<file path="src/port_pins_pkg.sv">
// shared constants, register map and carrier types of the port pin block
package port_pins_pkg;

  localparam int NUM_PORTS = 7;
  localparam int PORT_W = 8;
  localparam int ADDR_W = 8;
  localparam int DATA_W = 32;

  typedef logic [NUM_PORTS-1:0][PORT_W-1:0] port_bus_t;

  // usable pins per port, port 0 in the low byte
  localparam port_bus_t PORT_MASK = {8'h0F, 8'hFF, 8'h0F, 8'hFF, 8'hFF, 8'hFF, 8'hFF};
  localparam logic [PORT_W-1:0] DIR_RESET = 8'h00;
  localparam logic [PORT_W-1:0] LATCH_RESET = 8'h00;
  localparam logic [PORT_W-1:0] CTRL_RESET = 8'h00;

  // port n data latch at n*8, its direction register at n*8+4
  localparam int PORT_IDX_LSB = 3;
  localparam int DIR_SEL_BIT = 2;
  localparam logic [ADDR_W-1:0] PULL0_ADDR = 8'h38;
  localparam logic [ADDR_W-1:0] PULL5_ADDR = 8'h3C;
  localparam logic [ADDR_W-1:0] EXB_CTRL_ADDR = 8'h40;
  localparam logic [ADDR_W-1:0] SIO_CTRL_ADDR = 8'h44;
  localparam logic [ADDR_W-1:0] TMR_MODE_ADDR = 8'h48;
  localparam logic [ADDR_W-1:0] EDGE_SEL_ADDR = 8'h4C;

  localparam int EXB_EN_BIT = 0;
  localparam int EXB_DMA_BIT = 1;
  localparam int SIO_EN_BIT = 0;
  localparam int TMR_IO_BIT = 0;

  // port numbers and pin positions of the alternate functions
  localparam int P0 = 0;
  localparam int P3 = 3;
  localparam int P4 = 4;
  localparam int P5 = 5;
  localparam int P3_IRQ = 3;
  localparam int P3_SEL = 4;
  localparam int P3_WR = 5;
  localparam int P3_RD = 6;
  localparam int P3_A0 = 7;
  localparam int P4_RXD = 0;
  localparam int P4_TXD = 1;
  localparam int P4_SCLK = 2;
  localparam int P4_RDY = 3;
  localparam int P5_IRQ_A = 0;
  localparam int P5_TMR = 1;
  localparam int P5_IRQ_B = 2;

  localparam logic [1:0] RESP_OKAY = 2'h0;
  localparam logic [1:0] RESP_SLVERR = 2'h2;

  typedef struct packed {
    logic select;
    logic write_strobe;
    logic read_strobe;
    logic addr_bit0;
    logic addr_bit1;
    logic transfer_ack;
    logic terminal_count;
  } exb_in_s;

  typedef struct packed {
    logic rxd;
    logic sclk;
  } sio_in_s;

  typedef struct packed {
    logic txd;
    logic sclk;
    logic sclk_oe;
    logic ready;
  } sio_out_s;

endpackage

</file>
<file path="src/port_pins.sv">
// bidirectional port pins with alternate functions behind an axi4-lite slave
// Functional notes
// - every port pin has its own direction bit, set independently.
// - direction 0 makes the pin input, 1 drives it from its latch.
// - reading an output pin returns its latch, not the sensed pin level.
// - an input pin is driven only when an alternate function takes it over; otherwise its enable stays low.
// - writing an input pin updates only its latch; pin stays undriven.
// - port zero has pull-up controls and feeds the key-on wake-up request.
// - with external bus enabled, port three bit three drives its interrupt out.
// - with external bus enabled, port three bits four to seven are bus inputs.
// - port four carries serial or external bus signals as the control registers select.
// - port five bits zero and two feed external interrupts, with pull-ups, edge select.
// - port five bit one is the timer line under the timer mode register.
`timescale 1ns/1ps
module port_pins
  import port_pins_pkg::*;
(
  input wire logic sys_clk,
  input wire logic sys_rst,
  input wire logic [ADDR_W-1:0] s_axi_awaddr,
  input wire logic s_axi_awvalid,
  output logic s_axi_awready,
  input wire logic [DATA_W-1:0] s_axi_wdata,
  input wire logic [3:0] s_axi_wstrb,
  input wire logic s_axi_wvalid,
  output logic s_axi_wready,
  output logic [1:0] s_axi_bresp,
  output logic s_axi_bvalid,
  input wire logic s_axi_bready,
  input wire logic [ADDR_W-1:0] s_axi_araddr,
  input wire logic s_axi_arvalid,
  output logic s_axi_arready,
  output logic [DATA_W-1:0] s_axi_rdata,
  output logic [1:0] s_axi_rresp,
  output logic s_axi_rvalid,
  input wire logic s_axi_rready,
  input wire port_bus_t pin_in,
  output port_bus_t pin_out,
  output port_bus_t pin_oe,
  output logic [PORT_W-1:0] p0_pull_en,
  output logic [PORT_W-1:0] p5_pull_en,
  output logic key_wake_req,
  output logic ext_irq_line_a,
  output logic ext_irq_line_b,
  output logic [1:0] irq_edge_sel,
  output logic timer_io_line,
  output logic timer_io_en,
  input wire logic timer_out,
  input wire logic timer_oe,
  output logic exb_en,
  output logic exb_dma_en,
  input wire logic ext_bus_irq_out,
  input wire logic ext_bus_transfer_request,
  output exb_in_s exb_in,
  output logic sio_en,
  output sio_in_s sio_in,
  input wire sio_out_s sio_out
);

  port_bus_t latch;
  port_bus_t dir;
  port_bus_t next_out;
  port_bus_t next_oe;
  port_bus_t read_view;
  logic [PORT_W-1:0] exb_ctrl;
  logic [PORT_W-1:0] sio_ctrl;
  logic [PORT_W-1:0] tmr_mode;
  logic [PORT_W-1:0] edge_sel;
  logic wr_go;
  logic rd_go;
  logic [ADDR_W-1:0] wr_addr;
  logic [PORT_W-1:0] wr_byte;
  logic wr_lane;
  logic ctrl_wr;
  logic wr_hit;
  logic rd_hit;
  logic [PORT_W-1:0] rd_byte;
  logic key_level;
  logic key_level_q;

  // ---------------- axi4-lite handshake ----------------
  // address and data are taken together; a lone one waits, since the
  // master holds valid, so no skid storage is needed
  assign wr_go = s_axi_awvalid && s_axi_wvalid && !s_axi_bvalid;
  assign s_axi_awready = wr_go;
  assign s_axi_wready = wr_go;
  assign rd_go = s_axi_arvalid && !s_axi_rvalid;
  assign s_axi_arready = rd_go;
  assign wr_addr = s_axi_awaddr;
  assign wr_byte = s_axi_wdata[PORT_W-1:0];
  // every register is one byte wide in the low lane
  assign wr_lane = s_axi_wstrb[0];

  function automatic logic addr_mapped(input logic [ADDR_W-1:0] a);
    logic ok;
    ok = 1'b0;
    if (a[1:0] == 2'b00) begin
      if (int'(a[ADDR_W-1:PORT_IDX_LSB]) < NUM_PORTS) begin
        ok = 1'b1;
      end
      if (a == PULL0_ADDR || a == PULL5_ADDR || a == EXB_CTRL_ADDR ||
          a == SIO_CTRL_ADDR || a == TMR_MODE_ADDR || a == EDGE_SEL_ADDR) begin
        ok = 1'b1;
      end
    end
    return ok;
  endfunction

  assign wr_hit = addr_mapped(wr_addr);
  assign rd_hit = addr_mapped(s_axi_araddr);

  always_ff @(posedge sys_clk) begin
    if (sys_rst) begin
      s_axi_bvalid <= 1'b0;
      s_axi_bresp <= RESP_OKAY;
    end else if (wr_go) begin
      s_axi_bvalid <= 1'b1;
      s_axi_bresp <= wr_hit ? RESP_OKAY : RESP_SLVERR;
    end else if (s_axi_bready) begin
      s_axi_bvalid <= 1'b0;
    end
  end

  // ---------------- port latches and direction ----------------
  for (genvar p = 0; p < NUM_PORTS; p++) begin : g_port
    logic sel_port;
    assign sel_port = wr_go && wr_lane && (wr_addr[1:0] == 2'b00) &&
                      (int'(wr_addr[ADDR_W-1:PORT_IDX_LSB]) == p);

    always_ff @(posedge sys_clk) begin
      if (sys_rst) begin
        latch[p] <= LATCH_RESET;
      end else if (sel_port && !wr_addr[DIR_SEL_BIT]) begin
        latch[p] <= wr_byte & PORT_MASK[p];
      end
    end

    always_ff @(posedge sys_clk) begin
      if (sys_rst) begin
        dir[p] <= DIR_RESET;
      end else if (sel_port && wr_addr[DIR_SEL_BIT]) begin
        dir[p] <= wr_byte & PORT_MASK[p];
      end
    end

    assign read_view[p] = ((dir[p] & latch[p]) | (~dir[p] & pin_in[p])) & PORT_MASK[p];
  end

  // ---------------- control registers ----------------
  // a cleared low strobe lane stores nothing but still answers okay
  assign ctrl_wr = wr_go && wr_lane;

  always_ff @(posedge sys_clk) begin
    if (sys_rst) begin
      p0_pull_en <= CTRL_RESET;
    end else if (ctrl_wr && wr_addr == PULL0_ADDR) begin
      p0_pull_en <= wr_byte;
    end
  end

  always_ff @(posedge sys_clk) begin
    if (sys_rst) begin
      p5_pull_en <= CTRL_RESET;
    end else if (ctrl_wr && wr_addr == PULL5_ADDR) begin
      p5_pull_en <= wr_byte;
    end
  end

  always_ff @(posedge sys_clk) begin
    if (sys_rst) begin
      exb_ctrl <= CTRL_RESET;
    end else if (ctrl_wr && wr_addr == EXB_CTRL_ADDR) begin
      exb_ctrl <= wr_byte;
    end
  end

  always_ff @(posedge sys_clk) begin
    if (sys_rst) begin
      sio_ctrl <= CTRL_RESET;
    end else if (ctrl_wr && wr_addr == SIO_CTRL_ADDR) begin
      sio_ctrl <= wr_byte;
    end
  end

  always_ff @(posedge sys_clk) begin
    if (sys_rst) begin
      tmr_mode <= CTRL_RESET;
    end else if (ctrl_wr && wr_addr == TMR_MODE_ADDR) begin
      tmr_mode <= wr_byte;
    end
  end

  always_ff @(posedge sys_clk) begin
    if (sys_rst) begin
      edge_sel <= CTRL_RESET;
    end else if (ctrl_wr && wr_addr == EDGE_SEL_ADDR) begin
      edge_sel <= wr_byte;
    end
  end

  assign exb_en = exb_ctrl[EXB_EN_BIT];
  assign exb_dma_en = exb_ctrl[EXB_DMA_BIT];
  assign sio_en = sio_ctrl[SIO_EN_BIT];
  assign timer_io_en = tmr_mode[TMR_IO_BIT];
  assign irq_edge_sel = edge_sel[1:0];

  // ---------------- register read ----------------
  always_comb begin
    rd_byte = '0;
    if (s_axi_araddr == PULL0_ADDR) begin
      rd_byte = p0_pull_en;
    end else if (s_axi_araddr == PULL5_ADDR) begin
      rd_byte = p5_pull_en;
    end else if (s_axi_araddr == EXB_CTRL_ADDR) begin
      rd_byte = exb_ctrl;
    end else if (s_axi_araddr == SIO_CTRL_ADDR) begin
      rd_byte = sio_ctrl;
    end else if (s_axi_araddr == TMR_MODE_ADDR) begin
      rd_byte = tmr_mode;
    end else if (s_axi_araddr == EDGE_SEL_ADDR) begin
      rd_byte = edge_sel;
    end else if (rd_hit) begin
      if (s_axi_araddr[DIR_SEL_BIT]) begin
        rd_byte = dir[s_axi_araddr[ADDR_W-1:PORT_IDX_LSB]];
      end else begin
        rd_byte = read_view[s_axi_araddr[ADDR_W-1:PORT_IDX_LSB]];
      end
    end
  end

  always_ff @(posedge sys_clk) begin
    if (sys_rst) begin
      s_axi_rvalid <= 1'b0;
      s_axi_rdata <= '0;
      s_axi_rresp <= RESP_OKAY;
    end else if (rd_go) begin
      s_axi_rvalid <= 1'b1;
      s_axi_rdata <= {{(DATA_W-PORT_W){1'b0}}, rd_byte};
      s_axi_rresp <= rd_hit ? RESP_OKAY : RESP_SLVERR;
    end else if (s_axi_rready) begin
      s_axi_rvalid <= 1'b0;
    end
  end

  // ---------------- pin drive with alternate functions ----------------
  always_comb begin
    next_out = latch & PORT_MASK;
    next_oe = dir & PORT_MASK;
    if (exb_en) begin
      next_out[P3][P3_IRQ] = ext_bus_irq_out;
      next_oe[P3][P3_IRQ] = 1'b1;
      next_oe[P3][P3_A0:P3_SEL] = '0;
    end
    if (sio_en) begin
      next_oe[P4][P4_RXD] = 1'b0;
      next_out[P4][P4_TXD] = sio_out.txd;
      next_oe[P4][P4_TXD] = 1'b1;
      next_out[P4][P4_SCLK] = sio_out.sclk;
      next_oe[P4][P4_SCLK] = sio_out.sclk_oe;
      next_out[P4][P4_RDY] = sio_out.ready;
      next_oe[P4][P4_RDY] = 1'b1;
    end else if (exb_en && exb_dma_en) begin
      next_out[P4][P4_RXD] = ext_bus_transfer_request;
      next_oe[P4][P4_RXD] = 1'b1;
      next_oe[P4][P4_RDY:P4_TXD] = '0;
    end
    if (timer_io_en) begin
      next_out[P5][P5_TMR] = timer_out;
      next_oe[P5][P5_TMR] = timer_oe;
    end
  end

  // outputs from flip-flops so pads see no glitches from the decode
  always_ff @(posedge sys_clk) begin
    if (sys_rst) begin
      pin_out <= '0;
      pin_oe <= '0;
    end else begin
      pin_out <= next_out;
      pin_oe <= next_oe;
    end
  end

  // ---------------- alternate-function inputs ----------------
  always_ff @(posedge sys_clk) begin
    if (sys_rst) begin
      exb_in <= '0;
      sio_in <= '0;
      ext_irq_line_a <= 1'b0;
      ext_irq_line_b <= 1'b0;
      timer_io_line <= 1'b0;
    end else begin
      exb_in.select <= pin_in[P3][P3_SEL];
      exb_in.write_strobe <= pin_in[P3][P3_WR];
      exb_in.read_strobe <= pin_in[P3][P3_RD];
      exb_in.addr_bit0 <= pin_in[P3][P3_A0];
      exb_in.transfer_ack <= pin_in[P4][P4_TXD];
      exb_in.terminal_count <= pin_in[P4][P4_SCLK];
      exb_in.addr_bit1 <= pin_in[P4][P4_RDY];
      sio_in.rxd <= pin_in[P4][P4_RXD];
      sio_in.sclk <= pin_in[P4][P4_SCLK];
      ext_irq_line_a <= pin_in[P5][P5_IRQ_A];
      ext_irq_line_b <= pin_in[P5][P5_IRQ_B];
      timer_io_line <= pin_in[P5][P5_TMR];
    end
  end

  // ---------------- key-on wake-up ----------------
  // output pins count as high, so only input-mode pins can raise a request
  assign key_level = &(pin_in[P0] | dir[P0]);

  // previous level tracks the pins through reset too; a fixed reset value
  // would fake a falling edge right after release whenever a key is down
  always_ff @(posedge sys_clk) begin
    key_level_q <= key_level;
  end

  always_ff @(posedge sys_clk) begin
    if (sys_rst) begin
      key_wake_req <= 1'b0;
    end else begin
      key_wake_req <= key_level_q && !key_level;
    end
  end

endmodule // port_pins

</file>
<file path="config.mk">
export PLATFORM = sky130hd
export DESIGN_NAME = port_pins
export DESIGN_NICKNAME = d
export VERILOG_FILES = /design/src/port_pins_pkg.sv /design/src/port_pins.sv
export SDC_FILE = /design/constraint.sdc
export NUM_CORES = 1
export LEC_CHECK = 0
export BUFFER_PORTS_ARGS = -buffer_cell sky130_fd_sc_hd__clkbuf_2
export CAP_MARGIN = 20
export CELL_PAD_IN_SITES_DETAIL_PLACEMENT = 1
export CELL_PAD_IN_SITES_GLOBAL_PLACEMENT = 1
export CORE_ASPECT_RATIO = 1.75
export CORE_MARGIN = 5
export CORE_UTILIZATION = 42
export CTS_CLUSTER_SIZE = 40
export DETAILED_ROUTE_END_ITERATION = 7
export PLACE_DENSITY_LB_ADDON = 0.1
export REMOVE_ABC_BUFFERS = 1
export SETUP_SLACK_MARGIN = 0.02
export SYNTH_ARGS = -nofsm -noshare
export SYNTH_HDL_FRONTEND = slang
export SYNTH_SLANG_ARGS = --single-unit
</file>
<file path="constraint.sdc">
create_clock -name sys_clk -period 3.14 [get_ports sys_clk]
set_input_delay 0.471 -clock sys_clk [delete_from_list [all_inputs] [get_ports sys_clk]]
set_output_delay 0.471 -clock sys_clk [all_outputs]
set_load 0.005 [all_outputs]
</file>
==> results.json <==
{
  "drt_iter0_markers": 443,
  "ys.flop_type": "dfxtp_1",
  "htree_levels": 1,
  "hold_start": "pin_in[33]",
  "port_buffers": 233,
  "p_sw_mw": 1.67,
  "placed_cells": 1692,
  "internal-power_mw": 5.25,
  "cts_buffer_depth": 3,
  "rsz0062_at_grt": "no",
  "synth_area_um2": 11100,
  "hp-class": "primary input to flip-flop",
  "critPathMaxFanout": 15,
  "grt_pass1_vias": 9779,
  "skew_ps": 10.3,
  "critPathRequiredTime_ps": 2670,
  "seq_area_frac_synth_pct": 48.0,
  "grt_max_degree": 89,
  "cts_resized": 0,
  "slowest_delay_ps": 440,
  "min_period_ps": 2230,
  "antenna_left": 0,
  "die_h_um": 225,
  "fmax_mhz": 449,
  "fin_tns_setup_ps": 0,
  "routed_via_density": 5.36,
  "async_flop_share_pct": 0,
  "dr.pass1.iters": 5,
  "post-cts-setup-buffers": 0,
  "final_nets": 1522,
  "antenna_found_initial": 1,
  "swShare_pct": 24.1,
  "start_kind": "flip-flop",
  "synth_top_area_cell": "dfxtp_1",
  "min_to": "exb_in[1]",
  "cts_buffers": 25,
  "insertion_delay_ps": 540,
  "seqPwrFrac_pct": 48.9,
  "hold_path_depth": 2,
  "hpwl_mm": 27.3,
  "gp_congestion": 0.842,
  "reg2reg_setup_slack_ps": 920,
  "tritoncts": "done",
  "clkPwrFrac_pct": 44.6,
  "max-slew-margin-rel_pct": 52.7,
  "drive_gt1_share_pct": 24.4,
  "grtUsageTotal_pct": 24.2,
  "num_rows": 78,
  "start_util_pct": 42.6,
  "fin_util_pct": 50.7,
  "postCtsHoldBufs": 0,
  "finalPower_mw": 6.92,
  "finalHoldViolCount": 0,
  "fp.coreArea_um2": 26000,
  "grt_first_pass_wirelength_mm": 56.8,
  "cts_sinks": 265,
  "synth_top_area_share_pct": 48.0,
  "status": "complete, no violations",
  "worstMarginPinSlew_ps": 709,
  "p_leak_nw": 5.47,
  "synth-edff-count": 0,
  "hold_slack_ps": 165,
  "vias": 9322,
  "p_per_area_nw_per_um2": 525,
  "io_pins": 311,
  "avgSynthCellArea_um2": 9.22,
  "peakVddDrop_mv": 0.395,
  "synth-seq-cells": 265,
  "wirelength_mm": 36.9,
  "layout_commonest_cell": "dfxtp_1",
  "die_x_um": 133,
  "p_comb_share_pct": 6.5,
  "slowest_stage": "inv_1",
  "yosysWarningCount": 0,
  "worst_r2r_path_depth": 5,
  "crit_path_cell_trace": "nand2b_1 > inv_1 > clkbuf_2",
  "path_clk_slew_ps": 70,
  "crit_type": "flip-flop to primary output",
  "min_period_over_period_pct": 70.9,
  "syn_to_final_growth_pct": 19.2,
  "layout.cells.most_common_list": "dfxtp_1 (265), clkbuf_2 (232), nand2_1 (147), mux2i_1 (122), nor2_1 (107)",
  "finalNonFillerCells": 1739,
  "drv_slew": 0,
  "r2r_end": "exb_ctrl[5]",
  "maxCapViolCount": 0,
  "drc_errors": 0,
  "crit_path_end_kind": "primary output",
  "ys_top_cells_by_area": "dfxtp_1 (48%), mux2i_1 (11%), nor2b_1 (5.7%)",
  "clock-root-buffer": "clkbuf_16",
  "die-area_um2": 29800,
  "wire_per_inst_um": 21.2,
  "r2r_start": "s_axi_bvalid",
  "synthCells": 1199,
  "grt_overflow": 0,
  "netlist-cell-type-count": 59,
  "arrival_ps": 1760,
  "setup_viol": 0
}
cell type report:
cell class	instances	area (um2)
repair buffers	265	1450
well taps	320	400
clock buffers	36	737
inverters	9	33.8
flip-flops and latches	265	5310
fillers	3094	12800
multi-input cells	833	5140
diodes	1	2.50
clock inverters	10	96.3
per-layer routing:
metal | wire (um) | global-route usage (%) | up-vias
met5 | 0 | 0 | -
met4 | 1030 | 7.52 | 0
met3 | 1740 | 3.49 | 55
met2 | 19700 | 46.0 | 269
met1 | 14500 | 27.6 | 4575
li1 | - | - | 4423
flip-flops by register name, indices dropped and copies added, names as in the netlist, 7 cells and up:
register	count
sio_ctrl	8
s_axi_rdata	8
dir	48
p0_pull_en	8
pin_out	48
pin_oe	48
edge_sel	8
p5_pull_en	8
exb_in	7
latch	48
exb_ctrl	8
tmr_mode	8
logic make-up (layout without fill, tap and decap cells):
family	after synthesis	count (layout)	share of synthesized area [%]
other cells	1	43	0.0339
buf+inv	142	320	6.87
compound gates	207	207	11.5
simple gates	437	437	19.6
flops	265	265	48.0
mux	147	147	14.0
Yosys cell counts (7+ instances only):
cell type and number:
mux2_2 21, inv_1 8, nor3_1 7, nand3_1 14
a221oi_1 8, a21oi_1 88, nand2_1 147, nor2_1 107
o22ai_1 9, a221o_1 9, nand2b_1 7, dfxtp_1 265
and3_1 7, o211ai_1 8, nor3b_1 10, and2_1 8
a211oi_1 7, o21ai_0 44, nor2b_1 100, buf_2 20
mux2i_1 122, buf_4 49, clkbuf_1 56
through the flow:
step / instance area [um2] / setup slack [ps]
2_1_floorplan: 10500 / 675
3_3_place_gp: 12300 / 617
3_5_place_dp: 12300 / 571
4_1_cts: 13200 / 890
5_1_grt: 13200 / 773
6_report: 13200 / 912
power groups by stage:
stage / clock network [mW] / logic, mW / registers [mW]
6_report: 3.09 / 0.447 / 3.38
3_3_place_gp: 0 / 0.440 / 3.46
5_1_grt: 3.28 / 0.482 / 3.38
3_5_place_dp: 0 / 0.444 / 3.46
2_1_floorplan: 0 / 0.140 / 3.46
4_1_cts: 3.16 / 0.445 / 3.38
worst max-delay path, delay by kind of cell (launching register included):
| family | cells | cell delay, ps |
|---|---|---|
| buf+inv | 2 | 650 |
| flops | 1 | 320 |
| simple gates | 1 | 250 |
worst max path at each step:
stage | from | depth (start not counted) | endpoint
2_1_floorplan | s_axi_awaddr[1] | 5 | p0_pull_en[0]
3_3_place_gp | s_axi_awaddr[2] | 7 | latch[17]
3_5_place_dp | s_axi_awaddr[2] | 7 | latch[18]
4_1_cts | s_axi_rvalid | 3 | s_axi_arready
5_1_grt | s_axi_bvalid | 5 | exb_ctrl[6]
6_report | s_axi_rvalid | 3 | s_axi_arready
(Power assumes the default switching activity.)
